## src/rtl/flag_ops_pkg.sv

```systemverilog
// constants, opcodes, register map and carrier types of the flag-op unit
// assumes one core clock and a retire-ordered instruction stream
package flag_ops_pkg;

    // ------------------------------------------------------------
    // opcodes handled here
    // ------------------------------------------------------------
    localparam logic [7:0] OP_SET_DIR = 8'hfd;
    localparam logic [7:0] OP_SET_IE = 8'hfb;
    localparam logic [7:0] OP_CLEAR_IE = 8'hfa;
    localparam logic [7:0] OP_TRAP_CALL = 8'hcd;
    localparam logic [7:0] OP_TRAP_RETURN = 8'hcf;

    // ------------------------------------------------------------
    // status word layout
    // ------------------------------------------------------------
    localparam int DIR_BIT = 10;
    localparam int IF_BIT = 9;
    localparam logic [15:0] FLAGS_WRITABLE_MASK = 16'h0fd5;
    localparam logic [15:0] FLAGS_RESET = 16'h0000;

    // ------------------------------------------------------------
    // register map, word indexes taken from the address bits above bit 1
    // ------------------------------------------------------------
    localparam logic [1:0] REG_IDX_FLAGS = 2'h0;
    localparam logic [1:0] REG_IDX_STATUS = 2'h1;
    localparam int STATUS_SHADOW_BIT = 0;
    localparam int STATUS_BUSY_BIT = 1;
    localparam logic [1:0] RESP_OKAY = 2'h0;
    localparam logic [1:0] RESP_SLVERR = 2'h2;

    // ------------------------------------------------------------
    // timing
    // ------------------------------------------------------------
    localparam int EXEC_CLOCKS = 2;

    // ------------------------------------------------------------
    // types
    // ------------------------------------------------------------
    typedef enum logic [2:0] {
        ST_IDLE = 3'h1,
        ST_EXEC1 = 3'h2,
        ST_EXEC2 = 3'h4
    } exec_state_type;

    typedef struct packed {
        logic [7:0] opcode;
        logic iteration_prefix;
        logic [15:0] source_index;
        logic [15:0] destination_index;
    } instr_req_type;

    typedef struct packed {
        logic [15:0] source_index;
        logic [15:0] destination_index;
    } index_pair_type;

endpackage

```

## src/rtl/string_index_step.sv

```systemverilog
// one string index register step: up or down by the element size
// purely combinational; the caller registers the result
`timescale 1ns/1ps
module string_index_step #(
    parameter int INDEX_W = 16
) (
    // operand
    input wire logic [INDEX_W-1:0] index_in,
    input wire logic direction_flag,
    input wire logic word_element,
    input wire logic step_enable,
    // result
    output logic [INDEX_W-1:0] index_out
);

    logic [INDEX_W-1:0] delta;

    always_comb begin
        delta = word_element ? INDEX_W'(2) : INDEX_W'(1);
        if (!step_enable) begin
            index_out = index_in;
        end else if (direction_flag) begin
            index_out = INDEX_W'(index_in - delta);
        end else begin
            index_out = INDEX_W'(index_in + delta);
        end
    end

endmodule

```

## src/rtl/direction_and_irq_enable_flag_ops.sv

```systemverilog
// execution of direction / interrupt-enable flag instructions, string
// index stepping, and interrupt acceptance at instruction boundaries
// assumes the fetch side presents one decoded instruction at a time
//
// Behaviour
// - opcode fd writes 1 into the direction flag in two clocks.
// - with the direction flag at 1 every string op decrements its indexes.
// - set-direction changes only bit 10 of the status word.
// - opcode fb sets the interrupt enable at bit 9 in two clocks only.
// - after set-interrupt-enable no maskable entry until the next retires.
// - set then clear of the enable flag lets no maskable interrupt in.
// - nonmaskable interrupts and software traps ignore the enable flag.
// - a software trap call clears the interrupt enable flag.
// - trap return restores the enable flag from the saved status word.
// - string instructions step their indexes, prefix or not.
// - indexes step up at flag 0, down at 1, by 1 for bytes, 2 for words.
//
// The address map and the AXI4-Lite interface to the registers were left to the implementer.
`timescale 1ns/1ps
module direction_and_irq_enable_flag_ops #(
    parameter int ADDR_W = 4
) (
    // clock and reset
    input wire logic clk,
    input wire logic reset_n,
    // instruction stream
    input wire logic instr_valid,
    input wire flag_ops_pkg::instr_req_type instr_in,
    output logic instr_ready,
    output logic instr_done,
    output flag_ops_pkg::index_pair_type index_out,
    // interrupt side
    input wire logic irq_req,
    input wire logic nmi_req,
    input wire logic [15:0] saved_flags,
    output logic take_maskable,
    output logic take_nmi,
    output logic trap_taken,
    output logic [15:0] flags_out,
    // axi4-lite slave
    input wire logic [ADDR_W-1:0] awaddr,
    input wire logic awvalid,
    output logic awready,
    input wire logic [31:0] wdata,
    input wire logic [3:0] wstrb,
    input wire logic wvalid,
    output logic wready,
    output logic [1:0] bresp,
    output logic bvalid,
    input wire logic bready,
    input wire logic [ADDR_W-1:0] araddr,
    input wire logic arvalid,
    output logic arready,
    output logic [31:0] rdata,
    output logic [1:0] rresp,
    output logic rvalid,
    input wire logic rready
);

    // ------------------------------------------------------------
    // state
    // ------------------------------------------------------------
    typedef struct packed {
        flag_ops_pkg::exec_state_type state;
        flag_ops_pkg::instr_req_type req;
        flag_ops_pkg::index_pair_type index;
        logic [15:0] flags;
        logic ie_shadow;
        logic done;
        logic take_maskable;
        logic take_nmi;
        logic trap_taken;
        logic aw_have;
        logic [ADDR_W-1:0] aw_addr;
        logic w_have;
        logic [31:0] w_data;
        logic [3:0] w_strb;
        logic bvalid;
        logic [1:0] bresp;
        logic rvalid;
        logic [31:0] rdata;
        logic [1:0] rresp;
    } unit_state_type;

    unit_state_type state_reg;
    unit_state_type state_next;
    logic [15:0] stepped [2];
    logic step_use [2];
    logic [15:0] step_base [2];
    logic [15:0] wr_merged;
    logic wr_fire;
    logic rd_fire;
    logic op_string;
    logic is_word;

    // ------------------------------------------------------------
    // string decode
    // ------------------------------------------------------------
    function automatic logic string_op(input logic [7:0] op);
        string_op = (op[7:4] == 4'ha && op[3:0] >= 4'h4 && op[3:0] != 4'h8
            && op[3:0] != 4'h9) || (op[7:2] == 6'h1b);
    endfunction
    function automatic logic uses_source(input logic [7:0] op);
        uses_source = string_op(op) && (op[7:1] == 7'h52 || op[7:1] == 7'h53
            || op[7:1] == 7'h56 || op[7:1] == 7'h37);
    endfunction
    function automatic logic uses_dest(input logic [7:0] op);
        uses_dest = string_op(op) && (op[7:1] == 7'h52 || op[7:1] == 7'h53
            || op[7:1] == 7'h55 || op[7:1] == 7'h57 || op[7:1] == 7'h36);
    endfunction
    assign op_string = string_op(state_reg.req.opcode);
    assign is_word = state_reg.req.opcode[0];
    assign step_base[0] = state_reg.req.source_index;
    assign step_base[1] = state_reg.req.destination_index;
    // the prefix does not gate the step: a repeat count lives elsewhere
    assign step_use[0] = uses_source(state_reg.req.opcode);
    assign step_use[1] = uses_dest(state_reg.req.opcode);

    // ------------------------------------------------------------
    // index steppers, source then destination
    // ------------------------------------------------------------
    for (genvar g = 0; g < 2; g++) begin : gen_step
        string_index_step #(
            .INDEX_W(16)
        ) u_step (
            .index_in(step_base[g]),
            .direction_flag(state_reg.flags[flag_ops_pkg::DIR_BIT]),
            .word_element(is_word),
            .step_enable(step_use[g]),
            .index_out(stepped[g])
        );
    end

    // ------------------------------------------------------------
    // handshakes
    // ------------------------------------------------------------
    assign instr_ready = (state_reg.state == flag_ops_pkg::ST_IDLE);
    assign awready = !state_reg.aw_have && !state_reg.bvalid;
    assign wready = !state_reg.w_have && !state_reg.bvalid;
    assign arready = !state_reg.rvalid;
    assign wr_fire = state_reg.aw_have && state_reg.w_have
        && !state_reg.bvalid;
    assign rd_fire = arvalid && arready;

    always_comb begin
        wr_merged = state_reg.flags;
        if (state_reg.w_strb[0]) begin
            wr_merged[7:0] = state_reg.w_data[7:0];
        end
        if (state_reg.w_strb[1]) begin
            wr_merged[15:8] = state_reg.w_data[15:8];
        end
        wr_merged = wr_merged & flag_ops_pkg::FLAGS_WRITABLE_MASK;
    end

    // ------------------------------------------------------------
    // next state
    // ------------------------------------------------------------
    always_comb begin
        state_next = state_reg;
        state_next.done = 1'b0;
        state_next.take_maskable = 1'b0;
        state_next.take_nmi = 1'b0;
        state_next.trap_taken = 1'b0;

        // bus write: address and data may come in either order
        if (awvalid && awready) begin
            state_next.aw_have = 1'b1;
            state_next.aw_addr = awaddr;
        end
        if (wvalid && wready) begin
            state_next.w_have = 1'b1;
            state_next.w_data = wdata;
            state_next.w_strb = wstrb;
        end
        if (wr_fire) begin
            state_next.aw_have = 1'b0;
            state_next.w_have = 1'b0;
            state_next.bvalid = 1'b1;
            state_next.bresp = flag_ops_pkg::RESP_OKAY;
            unique case (state_reg.aw_addr[ADDR_W-1:2])
                (ADDR_W-2)'(flag_ops_pkg::REG_IDX_FLAGS): begin
                    state_next.flags = wr_merged;
                end
                // status is read-only; a write is accepted and dropped
                (ADDR_W-2)'(flag_ops_pkg::REG_IDX_STATUS): begin
                end
                default: begin
                    state_next.bresp = flag_ops_pkg::RESP_SLVERR;
                end
            endcase
        end
        if (state_reg.bvalid && bready) begin
            state_next.bvalid = 1'b0;
        end

        // bus read
        if (state_reg.rvalid && rready) begin
            state_next.rvalid = 1'b0;
        end
        if (rd_fire) begin
            state_next.rvalid = 1'b1;
            state_next.rdata = 32'h0;
            state_next.rresp = flag_ops_pkg::RESP_OKAY;
            unique case (araddr[ADDR_W-1:2])
                (ADDR_W-2)'(flag_ops_pkg::REG_IDX_FLAGS): begin
                    state_next.rdata = {16'h0, state_reg.flags};
                end
                (ADDR_W-2)'(flag_ops_pkg::REG_IDX_STATUS): begin
                    state_next.rdata[flag_ops_pkg::STATUS_SHADOW_BIT] =
                        state_reg.ie_shadow;
                    state_next.rdata[flag_ops_pkg::STATUS_BUSY_BIT] =
                        (state_reg.state != flag_ops_pkg::ST_IDLE);
                end
                default: begin
                    state_next.rresp = flag_ops_pkg::RESP_SLVERR;
                end
            endcase
        end

        // execution: the instruction's own flag change is applied after a
        // same-cycle bus write, so hardware wins on the bit it touches
        unique case (state_reg.state)
            flag_ops_pkg::ST_IDLE: begin
                if (instr_valid) begin
                    state_next.req = instr_in;
                    state_next.state = flag_ops_pkg::ST_EXEC1;
                end
            end
            flag_ops_pkg::ST_EXEC1: begin
                state_next.state = flag_ops_pkg::ST_EXEC2;
            end
            flag_ops_pkg::ST_EXEC2: begin
                state_next.state = flag_ops_pkg::ST_IDLE;
                state_next.done = 1'b1;
                state_next.index.source_index = stepped[0];
                state_next.index.destination_index = stepped[1];
                unique case (state_reg.req.opcode)
                    flag_ops_pkg::OP_SET_DIR: begin
                        state_next.flags[flag_ops_pkg::DIR_BIT] = 1'b1;
                    end
                    flag_ops_pkg::OP_SET_IE: begin
                        state_next.flags[flag_ops_pkg::IF_BIT] = 1'b1;
                    end
                    flag_ops_pkg::OP_CLEAR_IE: begin
                        state_next.flags[flag_ops_pkg::IF_BIT] = 1'b0;
                    end
                    flag_ops_pkg::OP_TRAP_CALL: begin
                        state_next.flags[flag_ops_pkg::IF_BIT] = 1'b0;
                        state_next.trap_taken = 1'b1;
                    end
                    flag_ops_pkg::OP_TRAP_RETURN: begin
                        state_next.flags = saved_flags
                            & flag_ops_pkg::FLAGS_WRITABLE_MASK;
                    end
                    default: begin
                    end
                endcase
                // shadow from this retire holds off maskable entry here only
                state_next.ie_shadow =
                    (state_reg.req.opcode == flag_ops_pkg::OP_SET_IE);
                if (nmi_req) begin
                    state_next.take_nmi = 1'b1;
                end else if (irq_req && !state_next.ie_shadow
                    && state_next.flags[flag_ops_pkg::IF_BIT]
                    && state_reg.req.opcode
                        != flag_ops_pkg::OP_TRAP_CALL) begin
                    state_next.take_maskable = 1'b1;
                    state_next.flags[flag_ops_pkg::IF_BIT] = 1'b0;
                end
            end
            default: begin
                state_next.state = flag_ops_pkg::ST_IDLE;
            end
        endcase
    end

    always_ff @(posedge clk) begin
        if (!reset_n) begin
            state_reg <= '0;
            state_reg.state <= flag_ops_pkg::ST_IDLE;
            state_reg.flags <= flag_ops_pkg::FLAGS_RESET;
        end else begin
            state_reg <= state_next;
        end
    end

    // ------------------------------------------------------------
    // outputs
    // ------------------------------------------------------------
    assign instr_done = state_reg.done;
    assign index_out = state_reg.index;
    assign take_maskable = state_reg.take_maskable;
    assign take_nmi = state_reg.take_nmi;
    assign trap_taken = state_reg.trap_taken;
    assign flags_out = state_reg.flags;
    assign bvalid = state_reg.bvalid;
    assign bresp = state_reg.bresp;
    assign rvalid = state_reg.rvalid;
    assign rdata = state_reg.rdata;
    assign rresp = state_reg.rresp;

    // ------------------------------------------------------------
    // checks
    // ------------------------------------------------------------
    logic exec_last;
    assign exec_last = (state_reg.state == flag_ops_pkg::ST_EXEC2);
endmodule

```

## config.mk

```make
export PLATFORM = sky130hd
export DESIGN_NAME = direction_and_irq_enable_flag_ops
export DESIGN_NICKNAME = d
export VERILOG_FILES = /design/src/rtl/flag_ops_pkg.sv /design/src/rtl/string_index_step.sv /design/src/rtl/direction_and_irq_enable_flag_ops.sv
export SDC_FILE = /design/constraint.sdc
export NUM_CORES = 1
export LEC_CHECK = 0
export BUFFER_PORTS_ARGS = -buffer_cell sky130_fd_sc_hd__buf_4
export CORE_MARGIN = 2
export CORE_UTILIZATION = 54
export CTS_BUF_LIST = sky130_fd_sc_hd__clkbuf_4 sky130_fd_sc_hd__clkbuf_8
export DETAILED_ROUTE_END_ITERATION = 10
export GPL_TIMING_DRIVEN = 0
export PLACE_DENSITY = 0.82
export SYNTH_ARGS = -nofsm -noshare
export SYNTH_HDL_FRONTEND = slang
export SYNTH_SLANG_ARGS = --single-unit
```

## constraint.sdc

```tcl
create_clock -name clk -period 4.1 [get_ports clk]
set_input_delay 1.23 -clock clk [delete_from_list [all_inputs] [get_ports clk]]
set_output_delay 1.23 -clock clk [all_outputs]
set_load 0.02 [all_outputs]
```

# [Yosys cells after proc, flatten, opt, wreduce, memory -nomap -nowiden]
# Cells that the tools add are included.
[word_totals] register_bits=155 output_inout_bits=94
[classes] n_addsub=4 n_lt_le_gt_ge=1 eq_ne=24 muxes=29 n_bitwise=2 reduce_logical=40
[ops] operator="2-to-1 mux 16 bit" n=6
[ops] operator="2-to-1 mux 44 bit" n=1
[ops] operator="== test 8 bit (second input constant)" n=5
[ops] operator="== test 7 bit (second input constant)" n=5
[ops] operator="2-to-1 mux 35 bit" n=1
[ops] operator="adder 16 bit" n=2
[ops] operator="subtractor 16 bit" n=2
[ops] operator="2-to-1 mux 21 bit" n=1
[ops] operator="logical AND 1 bit" n=17
[ops] operator="== test 7 x 6 -> 1 bit (second input constant)" n=2
[ops] operator="2-to-1 mux 14 bit" n=1
[ops] operator="OR reduction 2 bit" n=5
[ops] operator="2-to-1 mux 9 bit" n=1
[ops] operator="2-to-1 mux 1 bit" n=8
[ops] operator="2-to-1 mux 8 bit" n=1
[ops] operator="!= test 4 bit (second input constant)" n=2
[ops] operator="!= test 8 bit (second input constant)" n=1
[ops] operator="logical OR 1 bit" n=7
[ops] operator="== test 6 x 5 -> 1 bit (second input constant)" n=1
[ops] operator="2-to-1 mux 2 bit" n=3
[ops] operator="case mux 3 bit (2 select lines)" n=1
[ops] operator="logical NOT 1 bit" n=5
[ops] operator="2-to-1 mux 5 bit" n=1
[ops] operator="== test 2 x 1 -> 1 bit (second input constant)" n=2
[ops] operator="16 further kinds" n=19

# [Longest topological paths before layout]
# Gate-level depths: netlist of run 1.
[logic_depth] word_depth=10 ltp_mapped=11

# [Cells and area by module]
# Synthesis of run 1 repeated with hierarchy kept, for this count alone.
[hier_totals] cells_unflattened=935 area_unflattened_um2=7492.2
[modules_own_cells] module="direction_and_irq_enable_flag_ops" n_inst=1 cells_each=659 area_each_um2=5445.2 seq_area_each_um2=2622.5
[modules_own_cells] module="string_index_step" n_inst=2 cells_each=138 area_each_um2=1023.5 seq_area_each_um2=0.0

# [Least setup slack after synthesis of run 1]
# Ideal clock, no wire load.
[synth_path] path_type="reg2reg" startpoint="reg state_reg (netlist bit flags_out[10])" endpoint="reg state_reg (netlist bit index_out[28])" setup_time_ps=118 t_arrival_ps=3158 required_ps=3982 path_slack_ps=824 stages_incl_launch_ff=11 path_buffers=0 period_less_slack_ps=3276 cell_sequence="dfxtp_1 nor2b_2 xor2_1 ha_1 or3_1 o221a_2 a41oi_4 a221oi_2 or4_1 a21oi_1 o21ai_1"
[synth_between] elab_chain_len=2
[synth_lines] item="from (decl)" line_no="direction_and_irq_enable_flag_ops.sv:85" text="unit_state_type state_reg;"
[synth_lines] item="from (signal assigned)" line_no="direction_and_irq_enable_flag_ops.sv:284" text="state_reg <= state_next;"
[synth_lines] item="2-to-1 mux 16 bit" line_no="string_index_step.sv:22" text="end else if (direction_flag) begin"
[synth_lines] item="2-to-1 mux 16 bit" line_no="string_index_step.sv:20" text="if (!step_enable) begin"
# Every way passes these cells.
# A chain may end at the register's enable or synchronous reset.

# [Worst setup path in the final report of run 1]
# Same ends and word-level chain as after synthesis.

==> results of run 1 <==
## placed cells by master (no fill, tap or decap), drive strengths merged, types with 4 or more instances in the layout
| cell type | instances |
|---|---|
| a311oi | 7 |
| mux2i | 19 |
| xnor2 | 7 |
| conb | 18 |
| nand4 | 5 |
| and3b | 4 |
| nand3 | 20 |
| ha | 30 |
| nor4 | 4 |
| o21a | 7 |
| nand2 | 170 |
| clkinv | 4 |
| nor3 | 14 |
| a21o | 8 |
| nor2b | 7 |
| o211ai | 10 |
| clkinvlp | 4 |
| buf | 238 |
| dfxtp | 131 |
| a32oi | 4 |
| nand2b | 5 |
| and2 | 15 |
| nor2 | 63 |
| inv | 21 |
| xor2 | 13 |
| a21oi | 96 |
| nand3b | 5 |
| a211oi | 11 |
| a31oi | 9 |
| and3 | 7 |
| clkbuf | 62 |
| a22oi | 15 |
| o21ai | 36 |
## report_power, final
group | switching [mW] | internal, mW
Sequential | 0.0413 | 1.31
Combinational | 0.199 | 0.142
Clock | 0.531 | 0.623
Total | 0.771 | 2.08
## cell families (layout without fill, tap and decap cells)
group | count (synthesis) | after routing | synth area share [%]
AO/OA/AOI/OAI | 233 | 233 | 20.8
AND/OR/NAND/NOR | 331 | 331 | 20.5
XOR/XNOR | 20 | 20 | 2.40
buffers and inverters | 151 | 332 | 12.1
adder cells (fa/ha/maj) | 31 | 31 | 5.30
multiplexers | 20 | 20 | 2.81
other | 1 | 18 | 0.0514
flip-flops | 131 | 131 | 36.0
## worst paths after layout
path,endpoint,cells past startpoint
min,index_out[28],2
max,index_out[28],10
max reg2reg,index_out[28],10
min reg2reg,index_out[28],2
## final cells by class
type	count	area share, %
tap	176	2.42
inverter	19	0.783
buffer	132	8.93
timing repair buffer	149	12.3
clock buffer	19	2.80
sequential	131	28.8
clock inverter	13	1.73
multi-input combinational	653	42.2
## cells in the mapped netlist, drive strengths merged, types with 14 or more instances
master	instances	area share, %
clkbuf	43	2.2
nand2	170	8.8
nor3	14	0.96
o21ai	36	2.5
ha	30	5.1
and2	15	1.3
inv	19	0.98
dfxtp	131	36
nor2	63	3.2
a21oi	96	6.6
a22oi	15	1.5
mux2i	19	2.7
nand3	20	1.4
buf	89	8.9
## stage by stage
stage	power (mW)	hold WS [ns]	utilization [%]
5_1_grt	2.95	0.471	69.0
3_3_place_gp	1.71	0.437	65.9
2_1_floorplan	1.58	0.421	-
3_5_place_dp	1.72	0.442	65.9
4_1_cts	2.85	0.452	69.0
6_report	2.85	0.447	69.0
## per-layer routing
layer / vias to the layer above / part of all wire, % / GRT usage, %
met5: - / 0 / 0
met1: 3199 / 43 / 35.4
met3: 40 / 5.9 / 5.57
met2: 253 / 48 / 47.0
li1: 3481 / - / -
met4: 0 / 2.6 / 10.3
## worst max-delay path, stage by stage, from the launching register on
cell      delay, ns
dfxtp_2        0.82
nor2b_2        0.46
xor2_1         0.12
ha_1           0.23
or3_1          0.32
o221a_2        0.31
a41oi_4        0.31
a221oi_2       0.12
or4_1          0.42
a21oi_1        0.16
o21ai_1        0.08
==> results.json, run 1 <==
{
  "ios": 205,
  "place_congestion": 0.949,
  "cp-end-kind": "flip-flop",
  "post_cts_buffers": 0,
  "hp-start": "index_out[28]",
  "grt_pass1_vias": 6517,
  "routedWlPerCell_um": 15.8,
  "relSlewSlack_pct": 43.4,
  "multi_input_area_um2": 3850,
  "synth_edf_count": 0,
  "ys_ff_latch": 131,
  "worstSetupPathType": "flip-flop to flip-flop",
  "worstPathRequired_ns": 4.43,
  "fill_cells": 1132,
  "ant_nets": 0,
  "area.growth.synth_to_final_pct": 24.9,
  "drt-initial-drc-count": 594,
  "p_leak_nw": 4.08,
  "viasPerCell": 5.40,
  "hold_violations": 0,
  "cts_buffers": 17,
  "synth_area_um2": 7290,
  "fmax_mhz": 288,
  "arrival_ns": 3.80,
  "holdBufCountCts": 0,
  "power_density_nw_per_um2": 313,
  "syn_inst": 918,
  "vdd_drop_max_mv": 0.221,
  "cp-start-kind": "flip-flop",
  "max-cap-violations": 0,
  "final_layout_size_suffix_gt1_share_pct": 25.4,
  "portBuffers": 149,
  "hpwl_um": 15300,
  "ys_seq_area_share_pct": 36.0,
  "core_um2": 13200,
  "clock_path_buffers": 2,
  "rsz0062_at_grt": "false",
  "cts_resized": 0,
  "die_y_um": 120,
  "drc_errors": 0,
  "syn_avg_cell_area_um2": 7.94,
  "rr_startpoint": "flags_out[10]",
  "fin_cells": 1292,
  "fp.dieArea_um2": 14400,
  "fin_ws_ns": 0.633,
  "crit_path_max_fanout": 32,
  "cts_root_buf": "clkbuf_8",
  "grt_max_degree": 33,
  "start_util_pct": 55.3,
  "dpl.cell_count": 1260,
  "status": "finished clean",
  "period_needed_ns": 3.47,
  "largest_reg_flops": 58,
  "die_w_um": 120,
  "synthDistinctLibCells": 70,
  "rows": 42,
  "first_pass_iters": 5,
  "drv_slew": 0,
  "final_nets": 1244,
  "async_flop_share_pct": 0,
  "setup_violations": 0,
  "worstHoldPathType": "flip-flop to flip-flop",
  "grt_pass1_wl_um": 31900,
  "synth-main-ff-cell": "dfxtp_1",
  "vias": 6973,
  "postPlaceCellArea_um2": 8690,
  "critPathLaunch": "flags_out[10]",
  "place_ws_ns": 0.208,
  "setup_tns_ns": 0,
  "skew_ns": 0.0126,
  "r2r_slack_ns": 0.63,
  "overflow": 0,
  "grt_use_total_pct": 27.9,
  "antenna_found_initial": 0,
  "wirelength_um": 20400,
  "cts.clk_slew.worst_paths_ns": 0.08,
  "htreeDepth": 4,
  "clock_latency_ns": 0.45,
  "final_area_um2": 9110,
  "synth_warnings": 0,
  "cts_tree": "yes",
  "diodes": 0,
  "cts_sinks": 131,
  "fin_crit_sh_pct": 84.6,
  "ff_latch_area_um2": 2620,
  "tightest_slew_ns": 0.842
}
Power figures use the tool's default switching activity.
==> run 2: changes to the inputs <==
clock period = 3.5 ns   (was 4.1 ns; I/O delays follow)
==> run 2 against run 1 <==
Compared with the run above:
- clock power increased by 17%
- routed wire length decreased by 0.13%
- core utilization about the same
- critical path type unchanged
- combinational power increased by 17%
- hold slack about the same
- setup slack got worse by 0.36 ns
- maximum frequency increased by 7.3%
- critical path depth unchanged
- sequential share of layout area about the same
- die area unchanged
==> results.json, run 2 (synthesis gave the netlist of run 1 again) <==
{
  "period_needed_ns": 3.23,
  "core_um2": 13200,
  "htreeDepth": 4,
  "diodes": 0,
  "grt_pass1_wl_um": 31900,
  "fill_cells": 1131,
  "start_util_pct": 55.3,
  "final_nets": 1244,
  "place_congestion": 0.949,
  "arrival_ns": 3.56,
  "ios": 205,
  "first_pass_iters": 5,
  "drc_errors": 0,
  "multi_input_area_um2": 3850,
  "vias": 6923,
  "drv_slew": 0,
  "tightest_slew_ns": 0.828,
  "clock_latency_ns": 0.45,
  "skew_ns": 0.0124,
  "holdBufCountCts": 0,
  "hp-start": "index_out[28]",
  "grt_use_total_pct": 27.9,
  "viasPerCell": 5.36,
  "die_y_um": 120,
  "grt_max_degree": 33,
  "fp.dieArea_um2": 14400,
  "cts_tree": "yes",
  "worstHoldPathType": "flip-flop to flip-flop",
  "setup_violations": 0,
  "hold_depth": 2,
  "rsz0062_at_grt": "false",
  "routedWlPerCell_um": 15.8,
  "status": "finished clean",
  "max-cap-violations": 0,
  "ff_latch_area_um2": 2630,
  "fmax_mhz": 310,
  "hold_violations": 0,
  "power_density_nw_per_um2": 366,
  "crit_path_max_fanout": 32,
  "cts_buffers": 17,
  "rr_startpoint": "flags_out[10]",
  "reg2regPathDepth": 10,
  "post_cts_buffers": 0,
  "drt-initial-drc-count": 558,
  "grt_pass1_vias": 6517,
  "setup_tns_ns": 0,
  "dpl.cell_count": 1260,
  "fin_cells": 1292,
  "portBuffers": 149,
  "worstPathRequired_ns": 3.83,
  "wirelength_um": 20400,
  "vdd_drop_max_mv": 0.259,
  "layout_commonest_cell": "buf_4",
  "clock_path_buffers": 2,
  "cts_root_buf": "clkbuf_8",
  "worstSetupPathType": "flip-flop to flip-flop",
  "p_leak_nw": 4.08,
  "r2r_slack_ns": 0.27,
  "die_w_um": 120,
  "final_util_pct": 69.1,
  "hpwl_um": 15300,
  "area.growth.synth_to_final_pct": 25.0,
  "antenna_found_initial": 0,
  "overflow": 0,
  "largest_reg_flops": 58,
  "ant_nets": 0,
  "reg2reg_to": "index_out[28]",
  "layout_common_cells": "233 x buf_4, 170 x nand2_1, 130 x dfxtp_1, 96 x a21oi_1, 63 x nor2_1",
  "fin_total_pwr_mw": 3.33,
  "rows": 42,
  "final_layout_size_suffix_gt1_share_pct": 25.4,
  "holdPathEnd": "index_out[28]",
  "cp-start-kind": "flip-flop",
  "relSlewSlack_pct": 44.7,
  "fin_crit_sh_pct": 92.3,
  "cp-end-kind": "flip-flop",
  "cts_sinks": 131,
  "cts.clk_slew.worst_paths_ns": 0.08
}
[run 2: cell counts in the layout (fill, tap and decap cells not counted)]
No cell type changed its count.
[run 2: worst max-delay path by stage]
| stage | start | to |
|---|---|---|
| finish | flags_out[10] | index_out[28] |
| global route | flags_out[10] | index_out[28] |
| CTS | flags_out[10] | index_out[28] |
| detailed placement | flags_out[10] | index_out[28] |
| global placement | flags_out[10] | index_out[28] |
| floorplan | flags_out[10] | index_out[28] |
[run 2: timing repair]
item / in CTS / in global routing
hold endpoints to repair: 0 / 0
resized for setup: 1 / 1
setup endpoints to repair: 6 / 1
[run 2: area by class of cell]
class                   count  share of cell area, %
plain buffers             132                   8.93
multi-input cells         653                   42.2
inverters                  19                  0.783
flip-flops and latches    131                   28.8
clock inverters            13                   1.73
clock buffers              19                   2.80
repair buffers            149                   12.3
well taps                 176                   2.42
[run 2: per-stage QoR]
stage / hold WS [ns] / cell area (µm²) / setup slack (ns)
final: 0.447 / 9110 / 0.270
after global routing: 0.471 / 9110 / 0.0951
after CTS: 0.452 / 9110 / 0.0503
after detailed placement: 0.442 / 8690 / -0.392
after global placement: 0.437 / 8690 / -0.395
after floorplan: 0.421 / 7350 / 0.224
[run 2: worst max-delay path, cell delays in order (launching register included)]
cell,delay (ns)
dfxtp_4,0.62
nor2b_2,0.42
xor2_1,0.12
ha_1,0.23
or3_1,0.33
o221a_2,0.31
a41oi_4,0.31
a221oi_2,0.12
or4_1,0.42
a21oi_1,0.16
o21ai_1,0.08
[run 2: metal layers]
| layer | global-route usage [%] | vias up | wire [µm] |
|---|---|---|---|
| met4 | 10.3 | 0 | 528 |
| met3 | 5.57 | 39 | 1250 |
| li1 | - | 3482 | - |
| met2 | 47.0 | 224 | 9730 |
| met1 | 35.4 | 3178 | 8870 |
| met5 | 0 | - | 0 |
[run 2: power by group]
part	internal, mW	total, mW	switching [mW]
sequential	1.54	1.59	0.0483
clock	0.729	1.35	0.620
combinational	0.166	0.399	0.232
total	2.43	3.33	0.901
